## config.mk

```make
export PLATFORM = sky130hd
export DESIGN_NAME = tamper_detect_control
export DESIGN_NICKNAME = d
export VERILOG_FILES = /design/src/include/tamper_pkg.sv /design/src/tamper_detect_control.sv /design/src/tamper_channel.sv
export SDC_FILE = /design/constraint.sdc
export NUM_CORES = 1
export LEC_CHECK = 0
export BUFFER_PORTS_ARGS = -buffer_cell sky130_fd_sc_hd__buf_4
export CORE_UTILIZATION = 45
export DETAILED_ROUTE_END_ITERATION = 12
export PLACE_DENSITY = 0.74
export SLEW_MARGIN = 5
export SYNTH_ARGS = -nofsm -noshare
export SYNTH_HDL_FRONTEND = slang
export SYNTH_HIERARCHICAL = 1
export SYNTH_SLANG_ARGS = --single-unit
```

## constraint.sdc

```tcl
create_clock -name clk_i -period 3.45 [get_ports clk_i]
set_input_delay 0.5175 -clock clk_i [delete_from_list [all_inputs] [get_ports clk_i]]
set_output_delay 0.5175 -clock clk_i [all_outputs]
set_load 0.05 [all_outputs]
```

## src/include/tamper_pkg.sv

```systemverilog
package tamper_pkg;

    // Clock rate and derived counts
    localparam longint CLK_HZ          = 10000000;
    localparam int     SECOND_MS       = 1000;
    localparam int     SAMPLE_WIN_MS   = 1;
    localparam int     SAMPLE_PERIOD_S = 1;
    localparam int     PULSE_S_0       = 1;
    localparam int     PULSE_S_1       = 4;
    localparam int     PULSE_S_2       = 8;
    localparam int     PULSE_S_3       = 16;
    localparam int     SEC_CYCLES      = int'(CLK_HZ);
    localparam int     SAMPLE_WIN_CYC  =
        int'((CLK_HZ * SAMPLE_WIN_MS) / SECOND_MS);

    // Wipe pulse width codes
    localparam logic [1:0] WIDTH_1S  = 2'h0;
    localparam logic [1:0] WIDTH_4S  = 2'h1;
    localparam logic [1:0] WIDTH_8S  = 2'h2;
    localparam logic [1:0] WIDTH_16S = 2'h3;

    // Reset values
    localparam logic FLAG_RESET  = 1'h0;
    localparam logic PULSE_RESET = 1'h0;

endpackage

```

## src/tamper_detect_control.sv

```systemverilog
`timescale 1ns/1ps
// Function
// - Enabled tamper interrupt asserts interrupt output on tamper event.
// - On battery the interrupt also needs backup alarm enable.
// - Switch mode 1 is normally open, 0 normally closed.
// - Polarity 1 means tamper drives input high, 0 low.
// - Normally closed: sample select picks 1Hz sampling or continuous.
// - Normally open ignores sample select and monitors continuously.
// - Sampling only works while the oscillator runs.
// - Pull strength 1 strong, 0 weak; ignored in normally open.
// - Internal wipe plus enable clears all user RAM on tamper.
// - User RAM stays deselected after wipe until enable cleared.
// - External wipe plus enable starts SRAM clear and asserts reset.
// - Tamper reset behaves like any other reset source.
// - Wipe pulse output low normally, high on external wipe tamper.
// - External wipe on battery disconnects backup supply from battery.
// - Two-bit width field sets how long wipe pulse stays high.
// - Second tamper-high on channel b during pulse is not detected if channel b has external wipe enabled.
// - Tamper sets read-only flag; cleared only by enable going low.
// - Width codes 0..3 give 1, 4, 8, 16 seconds.
// - Interrupt cleared by flags read, both interrupt enables low, or reset output.
// - Stopped oscillator makes sampling fall back to continuous.
module tamper_detect_control (
    // Clock and reset
    input  wire logic clk_i,
    input  wire logic reset_i,
    // Channel a configuration
    input  wire logic tamper_enable_a_i,
    input  wire logic tamper_irq_enable_a_i,
    input  wire logic switch_mode_a_i,
    input  wire logic trigger_polarity_a_i,
    input  wire logic sample_select_a_i,
    input  wire logic pull_strength_a_i,
    input  wire logic user_ram_wipe_a_i,
    input  wire logic ext_sram_wipe_a_i,
    // Channel b configuration
    input  wire logic tamper_enable_b_i,
    input  wire logic tamper_irq_enable_b_i,
    input  wire logic switch_mode_b_i,
    input  wire logic trigger_polarity_b_i,
    input  wire logic sample_select_b_i,
    input  wire logic pull_strength_b_i,
    input  wire logic user_ram_wipe_b_i,
    input  wire logic ext_sram_wipe_b_i,
    // Shared configuration and system status
    input  wire logic       backup_alarm_enable_i,
    input  wire logic [1:0] wipe_width_i,
    input  wire logic       on_battery_i,
    input  wire logic       osc_running_i,
    input  wire logic       flags_read_i,
    input  wire logic       other_reset_i,
    // Tamper pins
    input  wire logic tamper_input_a_i,
    input  wire logic tamper_input_b_i,
    // Status and controls out
    output logic tamper_flag_a_o,
    output logic tamper_flag_b_o,
    output logic irq_o,
    output logic system_reset_o,
    output logic wipe_pulse_output_o,
    output logic backup_supply_off_o,
    output logic user_ram_clear_o,
    output logic user_ram_deselect_o,
    output logic pull_on_a_o,
    output logic pull_strong_a_o,
    output logic pull_on_b_o,
    output logic pull_strong_b_o,
    output logic sampling_active_o
);

    // Registers
    logic        irq_q;
    logic        irq_d;
    logic        pulse_q;
    logic        pulse_d;
    logic [31:0] pulse_cnt_q;
    logic [31:0] pulse_cnt_d;
    logic [4:0]  secs_q;
    logic [4:0]  secs_d;
    logic        supply_off_q;
    logic        supply_off_d;
    logic        clear_q;
    logic        desel_a_q;
    logic        desel_b_q;
    logic [31:0] tick_q;
    logic [31:0] tick_d;
    logic        sys_reset_q;

    // Wires
    logic       event_a;
    logic       event_b;
    logic       window;
    logic       irq_set;
    logic       irq_clear;
    logic       ext_event;
    logic       int_event;
    logic [4:0] width_secs;
    logic       sec_tick;
    logic       pulse_done;

    // 1 Hz sampling window from a free-running second counter
    assign window   = (tick_q < 32'(tamper_pkg::SAMPLE_WIN_CYC));
    assign sec_tick = (tick_q == 32'(tamper_pkg::SEC_CYCLES - 1));
    assign tick_d   = sec_tick ? 32'h0 : tick_q + 32'h1;
    assign sampling_active_o = !window;

    tamper_channel chan_a (
        .clk_i              (clk_i),
        .reset_i            (reset_i),
        .tamper_enable_i    (tamper_enable_a_i),
        .switch_mode_i      (switch_mode_a_i),
        .trigger_polarity_i (trigger_polarity_a_i),
        .sample_select_i    (sample_select_a_i),
        .sample_window_i    (window),
        .osc_running_i      (osc_running_i),
        .block_high_i       (1'b0),
        .tamper_input_i     (tamper_input_a_i),
        .event_o            (event_a),
        .tamper_flag_o      (tamper_flag_a_o)
    );

    tamper_channel chan_b (
        .clk_i              (clk_i),
        .reset_i            (reset_i),
        .tamper_enable_i    (tamper_enable_b_i),
        .switch_mode_i      (switch_mode_b_i),
        .trigger_polarity_i (trigger_polarity_b_i),
        .sample_select_i    (sample_select_b_i),
        .sample_window_i    (window),
        .osc_running_i      (osc_running_i),
        .block_high_i       (pulse_q && ext_sram_wipe_b_i),
        .tamper_input_i     (tamper_input_b_i),
        .event_o            (event_b),
        .tamper_flag_o      (tamper_flag_b_o)
    );

    // Pull resistor control, normally closed only
    assign pull_on_a_o     = tamper_enable_a_i && !switch_mode_a_i;
    assign pull_strong_a_o = pull_on_a_o && pull_strength_a_i;
    assign pull_on_b_o     = tamper_enable_b_i && !switch_mode_b_i;
    assign pull_strong_b_o = pull_on_b_o && pull_strength_b_i;

    // Interrupt set and clear terms; set wins over clear
    assign irq_set = ((event_a && tamper_irq_enable_a_i)
                   || (event_b && tamper_irq_enable_b_i))
                   && (!on_battery_i || backup_alarm_enable_i);
    assign irq_clear = flags_read_i
                     || (!tamper_irq_enable_a_i && !tamper_irq_enable_b_i)
                     || system_reset_o;
    assign irq_d = irq_set || (irq_q && !irq_clear);

    // Wipe events
    assign ext_event = (event_a && ext_sram_wipe_a_i)
                     || (event_b && ext_sram_wipe_b_i);
    assign int_event = (event_a && user_ram_wipe_a_i)
                     || (event_b && user_ram_wipe_b_i);

    // Pulse width in seconds from the width field
    assign width_secs =
        (wipe_width_i == tamper_pkg::WIDTH_1S)  ? 5'(tamper_pkg::PULSE_S_0) :
        (wipe_width_i == tamper_pkg::WIDTH_4S)  ? 5'(tamper_pkg::PULSE_S_1) :
        (wipe_width_i == tamper_pkg::WIDTH_8S)  ? 5'(tamper_pkg::PULSE_S_2) :
                                                  5'(tamper_pkg::PULSE_S_3);

    // Pulse timing: count whole seconds of clock cycles
    assign pulse_done = pulse_q
                     && (pulse_cnt_q == 32'(tamper_pkg::SEC_CYCLES - 1))
                     && (secs_q == 5'h1);
    assign pulse_d = ext_event || (pulse_q && !pulse_done);
    // A new wipe event in the last cycle restarts the count, no wrap
    assign pulse_cnt_d = (ext_event && (!pulse_q || pulse_done)) ? 32'h0 :
        (pulse_cnt_q == 32'(tamper_pkg::SEC_CYCLES - 1)) ? 32'h0 :
        pulse_cnt_q + 32'h1;
    assign secs_d = (ext_event && (!pulse_q || pulse_done)) ? width_secs :
        (pulse_q && pulse_cnt_q == 32'(tamper_pkg::SEC_CYCLES - 1))
            ? secs_q - 5'h1 : secs_q;
    // Battery disconnect latched until back on main supply
    assign supply_off_d = (ext_event && on_battery_i)
                        || (supply_off_q && on_battery_i);

    // Sampling counter
    always_ff @(posedge clk_i) begin
        if (reset_i) begin
            tick_q <= 32'h0;
        end else begin
            tick_q <= tick_d;
        end
    end

    // Interrupt
    always_ff @(posedge clk_i) begin
        if (reset_i) begin
            irq_q <= 1'b0;
        end else begin
            irq_q <= irq_d;
        end
    end

    // Wipe pulse and supply disconnect
    always_ff @(posedge clk_i) begin
        if (reset_i) begin
            pulse_q      <= tamper_pkg::PULSE_RESET;
            pulse_cnt_q  <= 32'h0;
            secs_q       <= 5'h0;
            supply_off_q <= 1'b0;
        end else begin
            pulse_q      <= pulse_d;
            pulse_cnt_q  <= pulse_cnt_d;
            secs_q       <= secs_d;
            supply_off_q <= supply_off_d;
        end
    end

    // User RAM clear strobe and deselect per channel
    always_ff @(posedge clk_i) begin
        if (reset_i) begin
            clear_q   <= 1'b0;
            desel_a_q <= 1'b0;
            desel_b_q <= 1'b0;
        end else begin
            clear_q   <= int_event;
            desel_a_q <= tamper_enable_a_i
                && (desel_a_q || (event_a && user_ram_wipe_a_i));
            desel_b_q <= tamper_enable_b_i
                && (desel_b_q || (event_b && user_ram_wipe_b_i));
        end
    end

    // System reset: tamper merges with other reset causes
    always_ff @(posedge clk_i) begin
        if (reset_i) begin
            sys_reset_q <= 1'b0;
        end else begin
            sys_reset_q <= pulse_d || other_reset_i;
        end
    end

    // Outputs
    assign irq_o               = irq_q;
    assign system_reset_o      = sys_reset_q;
    assign wipe_pulse_output_o = pulse_q;
    assign backup_supply_off_o = supply_off_q;
    assign user_ram_clear_o    = clear_q;
    assign user_ram_deselect_o = desel_a_q || desel_b_q;

endmodule // tamper_detect_control

```

## src/tamper_channel.sv

```systemverilog
`timescale 1ns/1ps
// One tamper channel: input qualification and sticky flag
module tamper_channel (
    // Clock and reset
    input  wire logic clk_i,
    input  wire logic reset_i,
    // Configuration
    input  wire logic tamper_enable_i,
    input  wire logic switch_mode_i,
    input  wire logic trigger_polarity_i,
    input  wire logic sample_select_i,
    input  wire logic sample_window_i,
    input  wire logic osc_running_i,
    input  wire logic block_high_i,
    // Pin and results
    input  wire logic tamper_input_i,
    output logic      event_o,
    output logic      tamper_flag_o
);

    logic flag_q;
    logic flag_d;
    logic sampling;
    logic active_level;
    logic look;

    // Sampling only for normally closed with oscillator running
    assign sampling = !switch_mode_i && sample_select_i
                      && osc_running_i;
    assign look = !sampling || sample_window_i;
    // Tamper level per polarity; mode selects wiring only
    assign active_level = (tamper_input_i == trigger_polarity_i);
    assign event_o = tamper_enable_i && look && active_level
                     && !(block_high_i && trigger_polarity_i)
                     && !flag_q;
    // Flag sets on event, clears only when enable is low
    assign flag_d = !tamper_enable_i ? 1'b0 : (flag_q | event_o);

    always_ff @(posedge clk_i) begin
        if (reset_i) begin
            flag_q <= tamper_pkg::FLAG_RESET;
        end else begin
            flag_q <= flag_d;
        end
    end

    assign tamper_flag_o = flag_q;

endmodule // tamper_channel

```

Word level (Yosys, flattened, before mapping)
Cells that the tools add are included.

word-level totals
  flip-flop bits (word level) = 78
  latch bits = 0
  RAM bits = 0
  ROM bits = 0
  input bits = 27
  memories = 0

operators by class
  add/subtract/negate cells = 3
  multipliers = 0
  divide/modulo/power cells = 0
  $lt $le $gt $ge = 1
  equal/unequal tests = 7
  shift-type cells = 0
  mux-type cells = 5
  bitwise gates (word level) = 4
  reduce and logical (&&, ||, !) cells = 70

operators with widths
  operator                                                                         count
  32-bit by 1-bit adder with 32-bit output (second input constant)                 2
  32-bit by 24-bit equality test with 1-bit output (second input constant)         2
  1-bit logical AND                                                                34
  32-bit by 14-bit less-than comparator with 1-bit output (second input constant)  1
  5-bit 2-to-1 mux                                                                 5
  1-bit logical OR                                                                 16
  1-bit zero test                                                                  14
  2-bit OR reduction                                                               3
  5-bit by 1-bit equality test with 1-bit output (second input constant)           1
  5-bit by 1-bit subtractor with 5-bit output (second input constant)              1
  3-bit OR reduction                                                               1
  1-bit equality test                                                              2
  2-bit by 1-bit equality test with 1-bit output (second input constant)           1
  2-bit equality test (second input constant)                                      1
  2-bit zero test                                                                  1
  1-bit inverter                                                                   2
  1-bit bitwise OR                                                                 2
  2-bit nonzero test                                                               1

Logic depth before layout (Yosys ltp)
  depth after elaboration = 13
  depth in mapped cells = 13

Hierarchy
The synthesis kept the hierarchy.

modules (own cells, without submodules)
  module                 times used  cells each  area an instance (sq um)  sequential area each (sq um)
  tamper_detect_control  1           439         3752.3                    1521.5
  tamper_channel         2           8           81.3                      20.0

Least setup slack after synthesis
OpenSTA, ideal clock, no wires.

  path type = reg2reg
  start point = reg tick_q[5]
  end point = reg secs_q[3]
  arrival time = 3.738 ns
  data required time = 3.363 ns
  setup slack = -0.375 ns
  stages on the path, launching flop included = 13
  path buffers = 0
  clock period less this slack = 3.825 ns
  cell sequence = dfxtp_1 or4_1 and3_1 o31ai_1 nand3_1 inv_1 and4bb_2 nor4_1 a22oi_1 or4b_2 o221ai_1 nor3_1 o31ai_1

RTL lines
  item                                                       line                          RTL
  start: declaration                                         tamper_detect_control.sv:85   logic [31:0] tick_q;
  start signal: assignment                                   tamper_detect_control.sv:186  tick_q <= tick_d;
  32-bit by 14-bit less-than comparator with 1-bit output *  tamper_detect_control.sv:102  assign window = (tick_q < 32'(tamper_pkg::SAMPLE_WIN_CYC));
  named net window                                           tamper_detect_control.sv:92   logic window;
  1-bit logical OR *                                         tamper_channel.sv:30          assign look = !sampling || sample_window_i;
  1-bit logical AND * (2 in a row)                           tamper_channel.sv:33          assign event_o = tamper_enable_i && look && active_level
  1-bit logical AND *                                        tamper_channel.sv:35          && !flag_q;
  named net event_a                                          tamper_detect_control.sv:90   logic event_a;
  1-bit logical AND *                                        tamper_detect_control.sv:153  assign ext_event = (event_a && ext_sram_wipe_a_i)
  1-bit logical OR *                                         tamper_detect_control.sv:154  || (event_b && ext_sram_wipe_b_i);
  1-bit logical AND *                                        tamper_detect_control.sv:174  assign secs_d = (ext_event && (!pulse_q || pulse_done)) ? width_secs :
  5-bit 2-to-1 mux or 2-bit nonzero test (tied branches)     n/a
  end signal: assignment                                     tamper_detect_control.sv:209  secs_q <= secs_d;
  end: declaration                                           tamper_detect_control.sv:78   logic [4:0] secs_q;

The timed path passes the listed nets; every way through them passes the cells marked *.
A chain may end at the register's enable or synchronous reset.

Final worst setup path
Same ends and word-level chain as after synthesis.

==> run summary <==
cell area after layout = 4640 µm²
CTS sink count = 78
critical path class = flop to flop
r2r setup slk = 0.17 ns
hold slack = 0.399 ns
net count after synthesis = 486
Vias = 3382
Seq cells post-synth = 78
Pins Over Slew Limit = 0
final hold violation count = 0
Hold Path Class = input port to flop
Worst Skew = 0.0135 ns
number of CTS-inserted buffers = 9
core box area = 8300 µm²
wirelength, routed = 8320 µm
placed cell area = 4350 µm²
kind of cell adding the most delay to the critical path = simple AND/OR/NAND/NOR gates
Min Clock Period, post-route = 3.28 ns
hold path cells = 2
clk slew on worst S/H paths = 0.08 ns
P&R area growth vs syn = 18.6%
Yosys warnings = 6
Worst slew margin = 0.565
Critical Path AT = 3.54 ns
layout cells sized above 1 = 0.182
I/O pin cnt = 40
DIE WIDTH = 95.3 µm
Worst Max-Slew Pin Slew = 0.652 ns
antenna violations before repair = 0
worst r2r dst = secs_q[3]$_SDFFE_PP0P_
Max IR drop VDD = 0.282 mV
critical-path maximum fanout = 6
met3 usage = 0.0542
gr usage total = 0.192
crit-path max cell delay = 0.62 ns
Clock Tree Root = clkbuf_8
Routed Antenna Nets = 0
Bufs on Longest Clock Path = 2
status = finished, final reports clean
Starting DRT DRC Count = 91
Finished Core Util = 0.559
met1 usage = 0.232
DR vias/cell = 5.54
vias in the first global route = 3089
Worst Setup Start Kind = flop
CP Cell Sequence = or4_1 -> and3_1 -> o31ai_2 -> nand3_2 -> inv_1 -> and4bb_2 -> nor4_4 -> a22oi_2 -> or4b_2 -> o221ai_1 -> nor3_1 -> o31ai_1
Pwr per Cell Area = 401 nW/µm²
Max Clk Rate = 0.305 GHz
WP buf/inv = 1
filler instances = 737
Final period util = 0.951
Pleak = 1.72 nW
clock tree from TritonCTS = built
busiest grt layer = met2
WL per Instance = 13.6 µm
die area = 9080 µm²
grt ovf = 0
Die Ht = 95.3 µm
first-pass GRT wire length = 13700 µm
Site Rows = 33
H-tree levels = 3
Synth async-reset ratio = 0
number of nets in the layout = 533
r2r worst-path depth = 12
Buffers on Ports = 39
DP HPWL = 5840 µm
initial core utilization = 0.472
Initial DRT Pass Iterations = 4
# hold bufs at CTS = 0
FF-to-FF Start = tick_q[5]$_SDFF_PP0_
Post-synth EDFFs = 0
Syn Std Cell Area = 3920 µm²
grt met2 use = 0.327
largest net degree at the start of global routing = 32
Worst Hold Path EP = backup_supply_off_o$_SDFF_PP0_
# diodes = 0
Mean Syn Cell Area = 8.60 µm²
most used flip-flop cell after synthesis = dfxtp_1
# DRC = 0
cells after synthesis = 455
HP Start = on_battery_i
max_cap viols = 0
sequential area share after synthesis = 0.399
CP endpoint kind = flop
gpl congestion = 0.878
Skew-Pair Late Insertion Delay = 0.35 ns
Setup Viol. Count Final = 0
DP Cell Count = 589
library cells used by synthesis = 62
worst path required time = 3.71 ns
slowest CP cell = or4b_2
Final Non-Filler Cells = 611
[per-layer routing]
layer | part of all wire | wire [µm] | up-vias
met2 | 0.47 | 3890 | 61
met1 | 0.48 | 3990 | 1600
met3 | 0.042 | 349 | 10
met4 | 0.011 | 91 | 0
li1 | - | - | 1711
met5 | 0 | 0 | -
[worst max-delay path by stage]
| stage | from | to | slack, ns | depth (start not counted) |
|---|---|---|---|---|
| 6_report | tick_q[5]$_SDFF_PP0_ | secs_q[3]$_SDFFE_PP0P_ | 0.17 | 12 |
| 5_1_grt | tick_q[5]$_SDFF_PP0_ | secs_q[3]$_SDFFE_PP0P_ | -0.01 | 12 |
| 4_1_cts | tick_q[5]$_SDFF_PP0_ | secs_q[3]$_SDFFE_PP0P_ | 0.07 | 12 |
| 3_5_place_dp | tick_q[30]$_SDFF_PP0_ | secs_q[3]$_SDFFE_PP0P_ | 0.04 | 12 |
| 3_3_place_gp | tick_q[30]$_SDFF_PP0_ | secs_q[3]$_SDFFE_PP0P_ | 0.20 | 12 |
| 2_1_floorplan | tick_q[5]$_SDFF_PP0_ | secs_q[3]$_SDFFE_PP0P_ | 0.02 | 12 |
[sequential cells by signal (all words and copies together), names as in the netlist]
signal / flops
desel_a_q: 1
user_ram_clear_o: 1
tick_q: 32
secs_q: 5
backup_supply_off_o: 1
wipe_pulse_output_o: 1
desel_b_q: 1
chan_b/tamper_flag_o: 1
system_reset_o: 1
chan_a/tamper_flag_o: 1
irq_o: 1
pulse_cnt_q: 32
[metrics by stage]
step	worst slack, ns	total power, mW	setup TNS (ns)
floorplan	0.0184	1.05	0
global placement	0.202	1.12	0
detailed placement	0.0405	1.12	0
CTS	0.0694	1.88	0
global route	-0.0122	1.94	-0.0171
finish	0.168	1.86	0
[synthesized netlist by cell type (2+ instances only)]
| cell type | n | area share |
|---|---|---|
| and4_1 | 12 | 0.027 |
| a22oi_1 | 3 | 0.0058 |
| nand4b_1 | 3 | 0.0067 |
| nand2_1 | 24 | 0.023 |
| nor3b_1 | 2 | 0.0038 |
| xor2_1 | 33 | 0.074 |
| or4_1 | 3 | 0.0058 |
| o31ai_1 | 2 | 0.0038 |
| nor4b_1 | 2 | 0.0045 |
| o41ai_2 | 2 | 0.0083 |
| nor4_1 | 15 | 0.024 |
| and2_1 | 10 | 0.016 |
| buf_2 | 3 | 0.0038 |
| nand3b_1 | 4 | 0.0077 |
| nor3_1 | 11 | 0.014 |
| o211ai_1 | 3 | 0.0058 |
| o21a_1 | 2 | 0.0038 |
| nor2_1 | 79 | 0.076 |
| a211oi_1 | 2 | 0.0038 |
| o21ai_0 | 2 | 0.0026 |
| or3_1 | 2 | 0.0032 |
| clkbuf_1 | 10 | 0.0096 |
| inv_1 | 12 | 0.012 |
| xnor2_1 | 24 | 0.054 |
| and3_1 | 11 | 0.018 |
| or4b_1 | 3 | 0.0077 |
| a21oi_1 | 12 | 0.015 |
| nand4_1 | 19 | 0.030 |
| nand3_1 | 28 | 0.036 |
| and4bb_2 | 2 | 0.0064 |
| ha_1 | 4 | 0.013 |
| dfxtp_1 | 78 | 0.40 |
| nor2b_1 | 4 | 0.0064 |
[area by class of cell]
class	instances	area, µm²	area share
Inverter	12	45.0	0.00970
Multi-Input combinational cell	349	2270	0.490
Tap cell	105	131	0.0283
Timing Repair Buffer	52	403	0.0868
Clock buffer	10	138	0.0296
Sequential cell	78	1570	0.337
Clock inverter	5	83.8	0.0181
[placed cells by master, fill, tap and decap left out, drive strengths merged, types with 13 or more instances in the layout]
master	instances
nand3	28
nor4	17
nand2	24
dfxtp	78
nor3	13
nand4	19
xor2	33
nor2	79
and4	13
buf	52
xnor2	24
[report_power, final]
group          internal, mW  switching (mW)  total [mW]
logic                0.0762          0.0964       0.173
registers             0.914          0.0166       0.931
clock network         0.424           0.335       0.759
total                  1.41           0.448        1.86
[worst reg2reg max path, cell delays in order (launching register included)]
cell	delay (ns)
dfxtp_4	0.37
or4_1	0.49
and3_1	0.19
o31ai_2	0.24
nand3_2	0.11
inv_1	0.09
and4bb_2	0.27
nor4_4	0.27
a22oi_2	0.17
or4b_2	0.63
o221ai_1	0.10
nor3_1	0.08
o31ai_1	0.19
[logic make-up (layout without fill, tap and decap cells)]
group,after synthesis,in the layout,share of synthesized area
AND/OR/NAND/NOR,245,245,0.347
XOR/XNOR,57,57,0.128
flip-flops,78,78,0.399
other,1,1,0.000958
multiplexers,1,1,0.00256
AO/OA/AOI/OAI,41,41,0.0793
buffers and inverters,28,79,0.0310
adder cells (fa/ha/maj),4,4,0.0128
[what timing repair did]
item	CTS	global route
setup endpoints to repair	0	4
buffers inserted	0	7
gates resized for setup	0	5
No activity file was read; power rests on OpenSTA's default activity.
